**config.mk**
```make
export PLATFORM = sky130hd
export DESIGN_NAME = qdc_serial_decoder
export DESIGN_NICKNAME = d
export VERILOG_FILES = /design/src/rtl/qdc_pkg.sv /design/src/rtl/qdc_serial_decoder.sv
export SDC_FILE = /design/constraint.sdc
export NUM_CORES = 1
export LEC_CHECK = 0
export BUFFER_PORTS_ARGS = -buffer_cell sky130_fd_sc_hd__buf_2
export CORE_AREA = 8 8 140 116
export CTS_CLUSTER_SIZE = 14
export DETAILED_ROUTE_END_ITERATION = 12
export DIE_AREA = 0 0 148 124
export PLACE_DENSITY = 0.87
export SLEW_MARGIN = 0
export SYNTH_ARGS = -nofsm -noshare
export SYNTH_HDL_FRONTEND = slang
export SYNTH_SLANG_ARGS = --single-unit
export TNS_END_PERCENT = 30
```
**constraint.sdc**
```tcl
create_clock -name clock -period 6.29 [get_ports clock]
set_input_delay 0 -clock clock [delete_from_list [all_inputs] [get_ports clock]]
set_output_delay 0 -clock clock [all_outputs]
set_load 0.1 [all_outputs]
```
**src/rtl/qdc_pkg.sv**
```systemverilog
// Constants and types for the quad DAC serial command decoder.
// Assumes a 100 MHz system clock; the serial link is sampled, not clocked.
`default_nettype none
package qdc_pkg;
	// ****************************************
	// Word layout
	// ****************************************
	localparam int WORD_BITS = 14;
	localparam int DATA_BITS = 8;
	localparam int CHANNELS = 4;
	localparam logic [3:0] CNT_HEAD_LAST = 4'h5; // Count before A0 is taken
	localparam logic [3:0] CNT_DATA_LAST = 4'hd; // Count before D0 is taken
	localparam logic [3:0] CNT_FULL = 4'he;
	localparam int MUTE_LSB = 4;
	localparam int SHUT_LSB = 0;
	localparam logic [1:0] CMD_STORE = 2'h0;
	localparam logic [1:0] CMD_WRITE = 2'h1;
	localparam logic [1:0] CMD_READ = 2'h2;
	localparam logic [1:0] CMD_LOAD = 2'h3;
	localparam logic [2:0] ADDR_STATE = 3'h4;
	localparam logic [3:0] ALL_MUTED = 4'hf;
	localparam logic [3:0] NONE_SHUT = 4'h0;
	localparam logic [7:0] LEVEL_RESET = 8'h00;
	localparam logic [7:0] STATE_RESET = 8'h00;
	// ****************************************
	// Timing
	// ****************************************
	localparam int CLOCK_MHZ = 100;
	localparam int STORE_TIME_MS = 13;
	localparam int INIT_TIME_US = 80;
	localparam int STORE_CYCLES = STORE_TIME_MS * 1000 * CLOCK_MHZ;
	localparam int INIT_CYCLES = INIT_TIME_US * CLOCK_MHZ;
	// ****************************************
	// Power-on phases
	// ****************************************
	typedef enum logic [2:0] {
		QDC_INIT_LEVELS = 3'b001,
		QDC_INIT_STATE = 3'b010,
		QDC_RUN = 3'b100
	} qdc_phase_type;
	// Address names a channel register
	function automatic logic qdc_is_channel(input logic [2:0] addr);
		return addr < ADDR_STATE;
	endfunction
	// Address names any existing register
	function automatic logic qdc_is_target(input logic [2:0] addr);
		return addr <= ADDR_STATE;
	endfunction
endpackage
`default_nettype wire

```
**src/rtl/qdc_serial_decoder.sv**
```systemverilog
// Serial command decoder of a quad 8-bit DAC with nonvolatile backup.
// Link pins arrive asynchronously and are sampled by the system clock.
//
// How it works
// - Live and saved mute/shutdown bytes kept
// - Power-up copies saved state into live
// - Word: start, command, target, data, MSB first
// - Store 00 to channel saves its level
// - Store 00 target 4 saves state byte
// - Write 01 updates one channel level
// - Write 01 target 4 applies new state
// - Read 10 shows saved byte on output
// - Load 11 copies saved level to live
// - Load 11 target 4 restores live state
// - Output shifts during the same word
// - Output floats until valid read header
// - Bits sampled on rising clock, select low
// - Select high: link ignored, output floats
// - Ready flag reports nonvolatile memory state
// - Ready low from store header until done
// - Store ignored while all channels off
// - Read byte shifts over following eight clocks
// - Start-up mutes outputs, levels then state
`default_nettype none
module qdc_serial_decoder #(
	parameter int STORE_CYCLES_P = qdc_pkg::STORE_CYCLES,
	parameter int INIT_CYCLES_P = qdc_pkg::INIT_CYCLES,
	parameter logic [7:0] SAVED_LEVEL_INIT = qdc_pkg::LEVEL_RESET,
	parameter logic [7:0] SAVED_STATE_INIT = qdc_pkg::STATE_RESET
) (
	input wire logic clock,
	input wire logic rst_b,
	input wire logic serial_clock,
	input wire logic select_b,
	input wire logic serial_in,
	output logic serial_out,
	output logic serial_out_oe,
	output logic memory_ready_flag_out,
	output logic memory_ready_flag_oe,
	output logic [7:0] channel0_analog_level,
	output logic [7:0] channel1_analog_level,
	output logic [7:0] channel2_analog_level,
	output logic [7:0] channel3_analog_level,
	output logic [3:0] channel_mute,
	output logic [3:0] channel_shutdown,
	output logic interface_enabled
);
	import qdc_pkg::*;

	localparam int SW = $clog2(STORE_CYCLES_P + 1);
	localparam int IW = $clog2(INIT_CYCLES_P + 1);

	// ****************************************
	// Pin synchronisers and edge finding
	// ****************************************
	logic clk_s1, clk_s2, clk_s3;
	logic sel_s1, sel_s2;
	logic din_s1, din_s2;

	// Two flops per pin; a third on the clock only to find edges
	always_ff @(posedge clock or negedge rst_b) begin
		if (!rst_b) begin
			clk_s1 <= 1'b0;
			clk_s2 <= 1'b0;
			clk_s3 <= 1'b0;
			sel_s1 <= 1'b1;
			sel_s2 <= 1'b1;
			din_s1 <= 1'b0;
			din_s2 <= 1'b0;
		end else begin
			clk_s1 <= serial_clock;
			clk_s2 <= clk_s1;
			clk_s3 <= clk_s2;
			sel_s1 <= select_b;
			sel_s2 <= sel_s1;
			din_s1 <= serial_in;
			din_s2 <= din_s1;
		end
	end

	qdc_phase_type phase;
	logic link_rise, link_fall, link_on;
	assign link_rise = clk_s2 & ~clk_s3;
	assign link_fall = ~clk_s2 & clk_s3;
	// Link works only after start-up and while selected
	assign link_on = (phase == QDC_RUN) && !sel_s2;

	// ****************************************
	// Word shifter
	// ****************************************
	logic [3:0] bit_cnt;
	logic [12:0] rx;
	logic [12:0] next_rx;
	logic busy;
	logic take_bit;
	assign next_rx = {rx[11:0], din_s2};
	// Leading zeros are skipped until a start bit; no new word while storing
	assign take_bit = link_rise && link_on && (bit_cnt != CNT_FULL)
		&& !(bit_cnt == 4'h0 && (!din_s2 || busy));

	always_ff @(posedge clock or negedge rst_b) begin
		if (!rst_b) begin
			bit_cnt <= 4'h0;
		end else if (!link_on) begin
			bit_cnt <= 4'h0;
		end else if (take_bit) begin
			bit_cnt <= bit_cnt + 4'h1;
		end
	end

	// Extra clocks beyond fourteen bits are ignored
	always_ff @(posedge clock or negedge rst_b) begin
		if (!rst_b) begin
			rx <= 13'h0;
		end else if (take_bit && bit_cnt != 4'h0) begin
			rx <= next_rx;
		end
	end

	logic hdr_event, data_event;
	logic [1:0] hdr_cmd;
	logic [2:0] hdr_addr;
	logic [1:0] word_cmd;
	logic [2:0] word_addr;
	logic [7:0] word_data;
	assign hdr_event = take_bit && bit_cnt == CNT_HEAD_LAST;
	assign data_event = take_bit && bit_cnt == CNT_DATA_LAST;
	assign hdr_cmd = next_rx[4:3];
	assign hdr_addr = next_rx[2:0];
	assign word_cmd = next_rx[12:11];
	assign word_addr = next_rx[10:8];
	assign word_data = next_rx[7:0];

	// ****************************************
	// Register storage
	// ****************************************
	logic [7:0] saved_level [CHANNELS];
	logic [7:0] live_level [CHANNELS];
	logic [7:0] saved_channel_state;
	logic [7:0] live_channel_state;
	logic all_off;
	logic store_go, store_commit, store_have;
	logic [2:0] store_addr;
	logic [7:0] store_data;
	logic [SW-1:0] store_tmr;
	logic [IW-1:0] init_tmr;

	// Every channel muted or shut down blocks stores
	assign all_off = &(live_channel_state[MUTE_LSB +: 4] | live_channel_state[SHUT_LSB +: 4]);
	assign store_go = hdr_event && hdr_cmd == CMD_STORE && qdc_is_target(hdr_addr)
		&& !all_off;
	assign store_commit = busy && store_tmr == '0 && store_have;

	// Start-up sequencer: levels first, state byte last
	always_ff @(posedge clock or negedge rst_b) begin
		if (!rst_b) begin
			phase <= QDC_INIT_LEVELS;
			init_tmr <= IW'(INIT_CYCLES_P - 1);
		end else begin
			unique case (phase)
				QDC_INIT_LEVELS: begin
					init_tmr <= init_tmr - IW'(1);
					if (init_tmr == IW'(INIT_CYCLES_P / 2)) begin
						phase <= QDC_INIT_STATE;
					end
				end
				QDC_INIT_STATE: begin
					init_tmr <= init_tmr - IW'(1);
					if (init_tmr == '0) begin
						phase <= QDC_RUN;
					end
				end
				QDC_RUN: begin
					init_tmr <= '0;
				end
			endcase
		end
	end

	// Store engine; memory busy from the header until programming ends
	always_ff @(posedge clock or negedge rst_b) begin
		if (!rst_b) begin
			busy <= 1'b0;
			store_tmr <= '0;
			store_addr <= 3'h0;
			store_data <= 8'h00;
			store_have <= 1'b0;
		end else if (store_go) begin
			busy <= 1'b1;
			store_tmr <= SW'(STORE_CYCLES_P - 1);
			store_addr <= hdr_addr;
			store_have <= 1'b0;
		end else if (busy) begin
			store_tmr <= store_tmr - SW'(store_tmr != '0);
			if (store_tmr == '0) begin
				busy <= 1'b0;
			end
			// A word cut short before D0 stores nothing
			if (data_event && word_cmd == CMD_STORE) begin
				store_data <= word_data;
				store_have <= 1'b1;
			end
		end
	end

	// Nonvolatile bytes change only when programming completes
	always_ff @(posedge clock or negedge rst_b) begin
		if (!rst_b) begin
			for (int i = 0; i < CHANNELS; i++) begin
				saved_level[i] <= SAVED_LEVEL_INIT;
			end
			saved_channel_state <= SAVED_STATE_INIT;
		end else if (store_commit) begin
			if (qdc_is_channel(store_addr)) begin
				saved_level[store_addr[1:0]] <= store_data;
			end else begin
				saved_channel_state <= store_data;
			end
		end
	end

	// Volatile channel levels, one generate slice per channel
	for (genvar g = 0; g < CHANNELS; g++) begin : g_live
		always_ff @(posedge clock or negedge rst_b) begin
			if (!rst_b) begin
				live_level[g] <= LEVEL_RESET;
			end else if (phase == QDC_INIT_LEVELS && init_tmr == IW'(INIT_CYCLES_P / 2)) begin
				live_level[g] <= saved_level[g];
			end else if (data_event && word_cmd == CMD_WRITE && word_addr == 3'(g)) begin
				live_level[g] <= word_data;
			end else if (hdr_event && hdr_cmd == CMD_LOAD && hdr_addr == 3'(g)) begin
				live_level[g] <= saved_level[g];
			end
		end
	end

	// Volatile operating state
	always_ff @(posedge clock or negedge rst_b) begin
		if (!rst_b) begin
			live_channel_state <= STATE_RESET;
		end else if (phase == QDC_INIT_STATE && init_tmr == '0) begin
			live_channel_state <= saved_channel_state;
		end else if (data_event && word_cmd == CMD_WRITE && word_addr == ADDR_STATE) begin
			live_channel_state <= word_data;
		end else if (hdr_event && hdr_cmd == CMD_LOAD && hdr_addr == ADDR_STATE) begin
			live_channel_state <= saved_channel_state;
		end
	end

	// ****************************************
	// Read-back path
	// ****************************************
	logic [7:0] tx;

	// Driven from the header of a valid read until select rises
	always_ff @(posedge clock or negedge rst_b) begin
		if (!rst_b) begin
			serial_out_oe <= 1'b0;
			serial_out <= 1'b0;
			tx <= 8'h00;
		end else if (sel_s2) begin
			serial_out_oe <= 1'b0;
		end else if (hdr_event && hdr_cmd == CMD_READ && qdc_is_target(hdr_addr)) begin
			serial_out_oe <= 1'b1;
			tx <= qdc_is_channel(hdr_addr) ? saved_level[hdr_addr[1:0]] : saved_channel_state;
		end else if (serial_out_oe && link_fall) begin
			// Falling edges give the host a full half period of setup
			serial_out <= tx[7];
			tx <= {tx[6:0], 1'b0};
		end
	end

	// ****************************************
	// Registered outputs
	// ****************************************
	always_ff @(posedge clock or negedge rst_b) begin
		if (!rst_b) begin
			channel0_analog_level <= LEVEL_RESET;
			channel1_analog_level <= LEVEL_RESET;
			channel2_analog_level <= LEVEL_RESET;
			channel3_analog_level <= LEVEL_RESET;
			channel_mute <= ALL_MUTED;
			channel_shutdown <= NONE_SHUT;
			interface_enabled <= 1'b0;
		end else begin
			channel0_analog_level <= live_level[0];
			channel1_analog_level <= live_level[1];
			channel2_analog_level <= live_level[2];
			channel3_analog_level <= live_level[3];
			channel_mute <= (phase != QDC_RUN) ? ALL_MUTED
				: live_channel_state[MUTE_LSB +: 4];
			channel_shutdown <= (phase != QDC_RUN) ? NONE_SHUT
				: live_channel_state[SHUT_LSB +: 4];
			interface_enabled <= (phase == QDC_RUN);
		end
	end

	// Open drain: pull low while the memory is busy
	always_ff @(posedge clock or negedge rst_b) begin
		if (!rst_b) begin
			memory_ready_flag_out <= 1'b0;
			memory_ready_flag_oe <= 1'b0;
		end else begin
			memory_ready_flag_out <= 1'b0;
			memory_ready_flag_oe <= busy;
		end
	end
endmodule // qdc_serial_decoder
`default_nettype wire

```
## Word level (Yosys, flattened, before mapping)

Cells that the tools add are included.
Widths: inputs -> output; s select.

- Flip-flop bits (word level): 205
- Bits of input ports: 5
- Output and inout port bits: 45
- Word-level logic and storage cells: 186

- $add $sub $neg: 3
- $lt $le $gt $ge: 6
- Eq/ne operators: 22
- Multiplexer cells: 42
- Bitwise logic cells: 11
- Reduce and logical (&&, ||, !) cells: 65

Operators with widths:

| cell | count |
|---|---|
| $mux 8 | 21 |
| $mux 21 | 2 |
| $bwmux 32 | 1 |
| $logic_and 1x1->1 | 32 |
| $pmux 13 s2 | 1 |
| $logic_not 21->1 | 1 |
| $reduce_bool 21->1 | 1 |
| $sub 21x1->21 | 1 |
| $bmux 8 s2 | 1 |
| $demux 8 s2 | 1 |
| $mux 4 | 4 |
| $eq 3x2->1 const B | 5 |
| $reduce_bool 3->1 | 5 |
| $eq 13x12->1 const B | 1 |
| $logic_not 13->1 | 1 |
| $sub 13x1->13 const B | 1 |
| $reduce_bool 2->1 | 5 |
| $eq 3x1->1 const B | 3 |
| $eq 3x3->1 const B | 3 |
| $reduce_and 3->1 | 3 |
| $mux 1 | 8 |
| $reduce_and 2->1 | 4 |
| $ge 3x3->1 const B | 2 |
| $logic_not 3->1 | 2 |
| 24 further kinds | 40 |

## Depth between registers and ports, before layout

- Depth in word-level cells: 11
- Gate-level depth with buffers: 11

## Worst setup path after synthesis

Ideal clock, no wire load.

- Path kind: flip-flop to flip-flop
- Start: register serial_out_oe
- End: register serial_out
- Library setup time: 0.125 ns
- Arrival: 2.346 ns
- Data required time: 6.165 ns
- Setup slack: 3.818 ns
- Stages on the path, launching flop included: 4
- Buffers on the path: 1
- Path through: dfrtp_1 nor4bb_1 clkbuf_1 mux2_2

- Cells in the longest elaborated chain, start to end: 2

Ends and longest elaborated chain:

| item | RTL line | source |
|---|---|---|
| from (decl) | qdc_serial_decoder.sv:37 | `output logic serial_out_oe,` |
| from (signal assigned) | qdc_serial_decoder.sv:258 | `serial_out_oe <= 1'b0;` |
| from (signal assigned) | qdc_serial_decoder.sv:262 | `serial_out_oe <= 1'b0;` |
| from (signal assigned) | qdc_serial_decoder.sv:264 | `serial_out_oe <= 1'b1;` |
| $logic_and 1x1->1 | qdc_serial_decoder.sv:266 | `end else if (serial_out_oe && link_fall) begin` |
| $reduce_and 3->1 (no source line) | n/a |  |
| to (signal assigned) | qdc_serial_decoder.sv:268 | `serial_out <= tx[7];` |
| to (decl) | qdc_serial_decoder.sv:36 | `output logic serial_out,` |

Every way passes these cells.
A chain may end at the register's enable or synchronous reset.

## Final worst setup path

- Start: register store_tmr[4]
- End: register store_tmr[9]

- Cells in the longest elaborated chain, start to end: 4

Ends and longest elaborated chain:

| item | RTL line | source |
|---|---|---|
| from (decl) | qdc_serial_decoder.sv:145 | `logic [SW-1:0] store_tmr;` |
| from (signal assigned) | qdc_serial_decoder.sv:190 | `store_tmr <= SW'(STORE_CYCLES_P - 1);` |
| from (signal assigned) | qdc_serial_decoder.sv:194 | `store_tmr <= store_tmr - SW'(store_tmr != '0);` |
| $reduce_bool 21->1 | qdc_serial_decoder.sv:194 |  |
| $sub 21x1->21 (*) | qdc_serial_decoder.sv:194 |  |
| $mux 21 (*) | qdc_serial_decoder.sv:193 | `end else if (busy) begin` |
| $mux 21 (*) | qdc_serial_decoder.sv:188 | `end else if (store_go) begin` |

Mark *: on every way between the ends. The rest lies on a longest branch, timed or not. The select of a mux whose other input is x is not followed.

==> Flow_metrics.wiki <==
{| class="wikitable"
! Metric !! Value
|-
| Post-synthesis instance total || 706
|-
| Wire length on met2 || 9520 um
|-
| Diodes inserted || 0
|-
| Largest buffer count on any clock path || 3
|-
| Cell row count || 39
|-
| Number of global-route vias before repair || 6008
|-
| Number of H-tree branching levels || 1
|-
| Async set or reset register ratio after synthesis || 100%
|-
| Proportion of synthesized chip area in sequential cells || 58.4%
|-
| Final nets || 762
|-
| #FFs+latches synth || 205
|-
| Fin Hold WS || 0.154 ns
|-
| Core area || 0.0140 mm2
|-
| Fraction of synthesized cell area taken by the top area cell type || 53.0%
|-
| Highest attainable clock frequency || 348 MHz
|-
| Cell type with the highest aggregate area in the netlist || sky130_fd_sc_hd__dfrtp_1
|-
| I/O pin cnt || 50
|-
| Number of enable flip-flop cells after synthesis || 0
|-
| Multiplexer fraction of the synthesized cell area || 15.9%
|-
| Maximum fanout along the worst path || 7
|-
| Wire length the detailed router placed on met1 || 8360 um
|-
| Clock transition at the registers of the reported paths || 0.06 ns
|-
| DR top layer || met4
|-
| DRC violation total after the first TritonRoute iteration || 567
|-
| Final Wtd Congestion || 0.873
|-
| Cts repair resizes || 0
|-
| CTS sink count || 205
|-
| Area share of fa/ha/maj cells after synthesis || 0.992%
|-
| Primary flip-flop cell chosen by synthesis mapping || sky130_fd_sc_hd__dfrtp_1
|-
| Iteration count of the initial detailed-routing pass || 5
|-
| Crit share post-route || 45.7%
|-
| Total overflow reported by the global router || 0
|-
| Ratio of cells with drive above 1 in the final layout || 27.0%
|-
| Number of antenna violations at the first check in global routing || 0
|-
| Global-route wire length before repair || 32200 um
|-
| Total CTS buffers || 20
|-
| Slew at the pin closest to its max-slew limit || 1.11 ns
|-
| Finish-stage setup viols || 0
|-
| Hold violation count in the final report || 0
|-
| GR Util All Layers || 22.1%
|-
| Unique masters post-synth || 60
|-
| Min Tclk post-route || 2.87 ns
|-
| Die area || 0.0184 mm2
|-
| Count of warnings emitted by yosys || 0
|-
| Average wire length per cell after detail routing || 21.2 um
|-
| Count of fill cells added during filler insertion || 906
|-
| Max-capacitance violation count || 0
|-
| Syn Area/Cell || 12.5 um2
|-
| Setup repair after global routing missed its margin || no
|-
| TritonCTS clock tree || built
|-
| Dominant combinational cell family by area after synthesis || multiplexers
|-
| Power per cell area || 262 mW/mm2
|-
| Final-report max-slew violation count || 0
|-
| Worst IR Drop VDD || 0.210 mV
|-
| Number of remaining DRC errors || 0
|-
| Via density || 6.14
|-
| Leakage component of the power || 4.95 nW
|-
| Number of nets with antenna violations after detailed routing || 0
|-
| Area growth from synthesis to layout || 12.4%
|-
| Clk_lat worst skew || 0.49 ns
|-
| Startpoint types || flop
|-
| Outcome || complete, no violations
|-
| Normalized max-slew margin || 26.1%
|-
| Buffers inserted by post-CTS timing repair || 0
|-
| Signal arrival time at the worst endpoint || 3.22 ns
|-
| Clock Skews || 0.0153 ns
|-
| Net Count, Synth || 718
|-
| Port buffer count || 48
|-
| Simple-Gate Fraction of Synth Area || 14.0%
|-
| Root buffer selected by CTS || sky130_fd_sc_hd__clkbuf_16
|-
| Total number of vias || 5817
|-
| Wire length on met3 || 1680 um
|-
| Worst hold path class || input port to flop
|-
| Fin Setup TNS || 0 ns
|-
| Total routed wirelength || 20100 um
|-
| Nature of the critical path endpoint || flop
|-
| HPWL after detailed placement || 13500 um
|-
| Kind of critical path || flop to flop
|-
| Fraction of synthesized cell area in xor and xnor cells || 2.78%
|-
| Critical path data required time || 6.63 ns
|-
| Compound-gate portion of the synthesized area || 5.59%
|-
| Maximum number of pins on one net before global-route repair || 145
|-
| Synth Cell Area || 0.00882 mm2
|-
| Chip Width || 148 um
|-
| Die Ht || 124 um
|-
| Initial Util || 63.2%
|-
| Cell types occupying the most area after synthesis || sky130_fd_sc_hd__dfrtp_1, sky130_fd_sc_hd__mux2_2, sky130_fd_sc_hd__dfstp_2, sky130_fd_sc_hd__mux2i_1, sky130_fd_sc_hd__nor2_1
|}
[layer usage]
layer / vias up / GRT usage (%)
met4: 0 / 7.06
met5: - / 0
li1: 2594 / -
met3: 47 / 5.59
met1: 2930 / 28.9
met2: 246 / 35.9
[state kept, by name (all words and copies together) (netlist names), 3 cells and up]
| name | flops |
|---|---|
| channel2_analog_level | 8 |
| saved_level | 32 |
| channel_shutdown | 4 |
| rx | 12 |
| channel_mute | 4 |
| bit_cnt | 4 |
| store_addr | 3 |
| channel0_analog_level | 8 |
| live_level | 32 |
| tx | 8 |
| channel3_analog_level | 8 |
| channel1_analog_level | 8 |
| live_channel_state | 8 |
| store_tmr | 21 |
| saved_channel_state | 8 |
| phase | 3 |
| store_data | 8 |
| init_tmr | 13 |
[path summary, 6_finish.rpt]
kind / start / to / slack (ns) / depth (start not counted)
hold reg to reg: clk_s1$_DFF_PN0_ / clk_s2$_DFF_PN0_ / 0.35 / 0
max in group asynchronous: rst_b / serial_out$_DFFE_PN0P_ / 4.70 / 3
hold / removal: serial_in / din_s1$_DFF_PN0_ / 0.15 / 2
setup reg to reg: store_tmr[4]$_DFFE_PN0P_ / store_tmr[9]$_DFFE_PN0P_ / 3.42 / 9
min in group asynchronous: rst_b / store_tmr[14]$_DFFE_PN0P_ / 0.27 / 2
setup / recovery: store_tmr[4]$_DFFE_PN0P_ / store_tmr[9]$_DFFE_PN0P_ / 3.42 / 9
[layout make-up]
type                    instances  area [um2]  share of cell area, %
clock buffers                  30         609                   6.14
clock inverters                 6        80.1                  0.807
inverters                      14        52.6                  0.530
multi-input cells             453        3480                   35.0
flip-flops and latches        205        5150                   51.9
well taps                     184         230                   2.32
repair buffers                 56         319                   3.22
[worst max-delay path, cell delays in order (launching register included)]
cell and delay (ns):
sky130_fd_sc_hd__dfrtp_1 0.48, sky130_fd_sc_hd__nor4_4 0.10, sky130_fd_sc_hd__and2_1 0.25, sky130_fd_sc_hd__nand2_1 0.12
sky130_fd_sc_hd__ha_1 0.17, sky130_fd_sc_hd__nor4bb_1 0.70, sky130_fd_sc_hd__nand2_1 0.23, sky130_fd_sc_hd__nor4_1 0.42
sky130_fd_sc_hd__xnor2_1 0.19, sky130_fd_sc_hd__nand2_1 0.07
[cells in the mapped netlist (8+ instances only)]
cell / count
sky130_fd_sc_hd__a211oi_1: 8
sky130_fd_sc_hd__a21oi_1: 45
sky130_fd_sc_hd__a31oi_1: 8
sky130_fd_sc_hd__clkbuf_1: 21
sky130_fd_sc_hd__dfrtp_1: 187
sky130_fd_sc_hd__dfstp_2: 18
sky130_fd_sc_hd__inv_1: 14
sky130_fd_sc_hd__mux2_2: 68
sky130_fd_sc_hd__mux2_4: 8
sky130_fd_sc_hd__mux2i_1: 34
sky130_fd_sc_hd__mux4_2: 8
sky130_fd_sc_hd__nand2_1: 44
sky130_fd_sc_hd__nand3_1: 9
sky130_fd_sc_hd__nand4_1: 10
sky130_fd_sc_hd__nor2_1: 64
sky130_fd_sc_hd__nor2b_1: 9
sky130_fd_sc_hd__nor3_1: 10
sky130_fd_sc_hd__o21ai_0: 9
sky130_fd_sc_hd__or3_1: 8
sky130_fd_sc_hd__xnor2_1: 16
sky130_fd_sc_hd__xor2_1: 12
[power by group]
group          internal, mW  switching [mW]
clock network         0.751           0.487
registers              1.32         0.00473
logic               0.00595          0.0297
total                  2.08           0.521
[per-stage QoR]
stage | power (mW) | instances | worst slack, ns | util (%) | area (um2)
after detailed placement | 1.39 | 908 | 3.51 | 65.9 | 9190
after global placement | 1.38 | 908 | 3.57 | 65.9 | 9190
after CTS | 2.61 | 948 | 3.44 | 71.1 | 9920
final | 2.60 | 948 | 3.42 | 71.1 | 9920
after global routing | 2.67 | 948 | 3.12 | 71.1 | 9920
after floorplan | 1.36 | 706 | 3.82 | - | 8820
[kinds of logic (layout without fill, tap and decap cells)]
kind of cell	after synthesis	count (layout)
compound gates	83	83
xor+xnor	28	28
fa+ha+maj	7	7
buf+inv	48	106
flops	205	205
mux	118	118
other cells	1	1
simple gates	216	216
[placed cells by master (no fill, tap or decap), types with 5 or more instances in the layout]
| cell | netlist | routed |
|---|---|---|
| sky130_fd_sc_hd__a211oi_1 | 8 | 8 |
| sky130_fd_sc_hd__a21oi_1 | 45 | 45 |
| sky130_fd_sc_hd__a31oi_1 | 8 | 8 |
| sky130_fd_sc_hd__and2_1 | 7 | 7 |
| sky130_fd_sc_hd__buf_2 | 6 | 47 |
| sky130_fd_sc_hd__clkbuf_16 | 0 | 21 |
| sky130_fd_sc_hd__clkbuf_8 | 0 | 6 |
| sky130_fd_sc_hd__dfrtp_1 | 187 | 187 |
| sky130_fd_sc_hd__dfstp_2 | 18 | 18 |
| sky130_fd_sc_hd__ha_1 | 7 | 7 |
| sky130_fd_sc_hd__inv_1 | 14 | 14 |
| sky130_fd_sc_hd__mux2_2 | 68 | 68 |
| sky130_fd_sc_hd__mux2_4 | 8 | 8 |
| sky130_fd_sc_hd__mux2i_1 | 34 | 34 |
| sky130_fd_sc_hd__mux4_2 | 8 | 8 |
| sky130_fd_sc_hd__nand2_1 | 44 | 44 |
| sky130_fd_sc_hd__nand2b_1 | 6 | 6 |
| sky130_fd_sc_hd__nand3_1 | 9 | 9 |
| sky130_fd_sc_hd__nand4_1 | 10 | 10 |
| sky130_fd_sc_hd__nor2_1 | 64 | 64 |
| sky130_fd_sc_hd__nor2b_1 | 9 | 9 |
| sky130_fd_sc_hd__nor3_1 | 10 | 10 |
| sky130_fd_sc_hd__nor4_1 | 7 | 7 |
| sky130_fd_sc_hd__nor4_4 | 5 | 5 |
| sky130_fd_sc_hd__nor4b_1 | 5 | 5 |
| sky130_fd_sc_hd__o21ai_0 | 9 | 9 |
| sky130_fd_sc_hd__or3_1 | 8 | 8 |
| sky130_fd_sc_hd__xnor2_1 | 16 | 16 |
| sky130_fd_sc_hd__xor2_1 | 12 | 12 |
[timing repair]
item | 4_1_cts | 5_1_grt
setup endpoints to repair | 0 | 0
endpoints found under the hold margin | 146 | 0
hold buffers | 4 | 0
(Power assumes the default switching activity.)
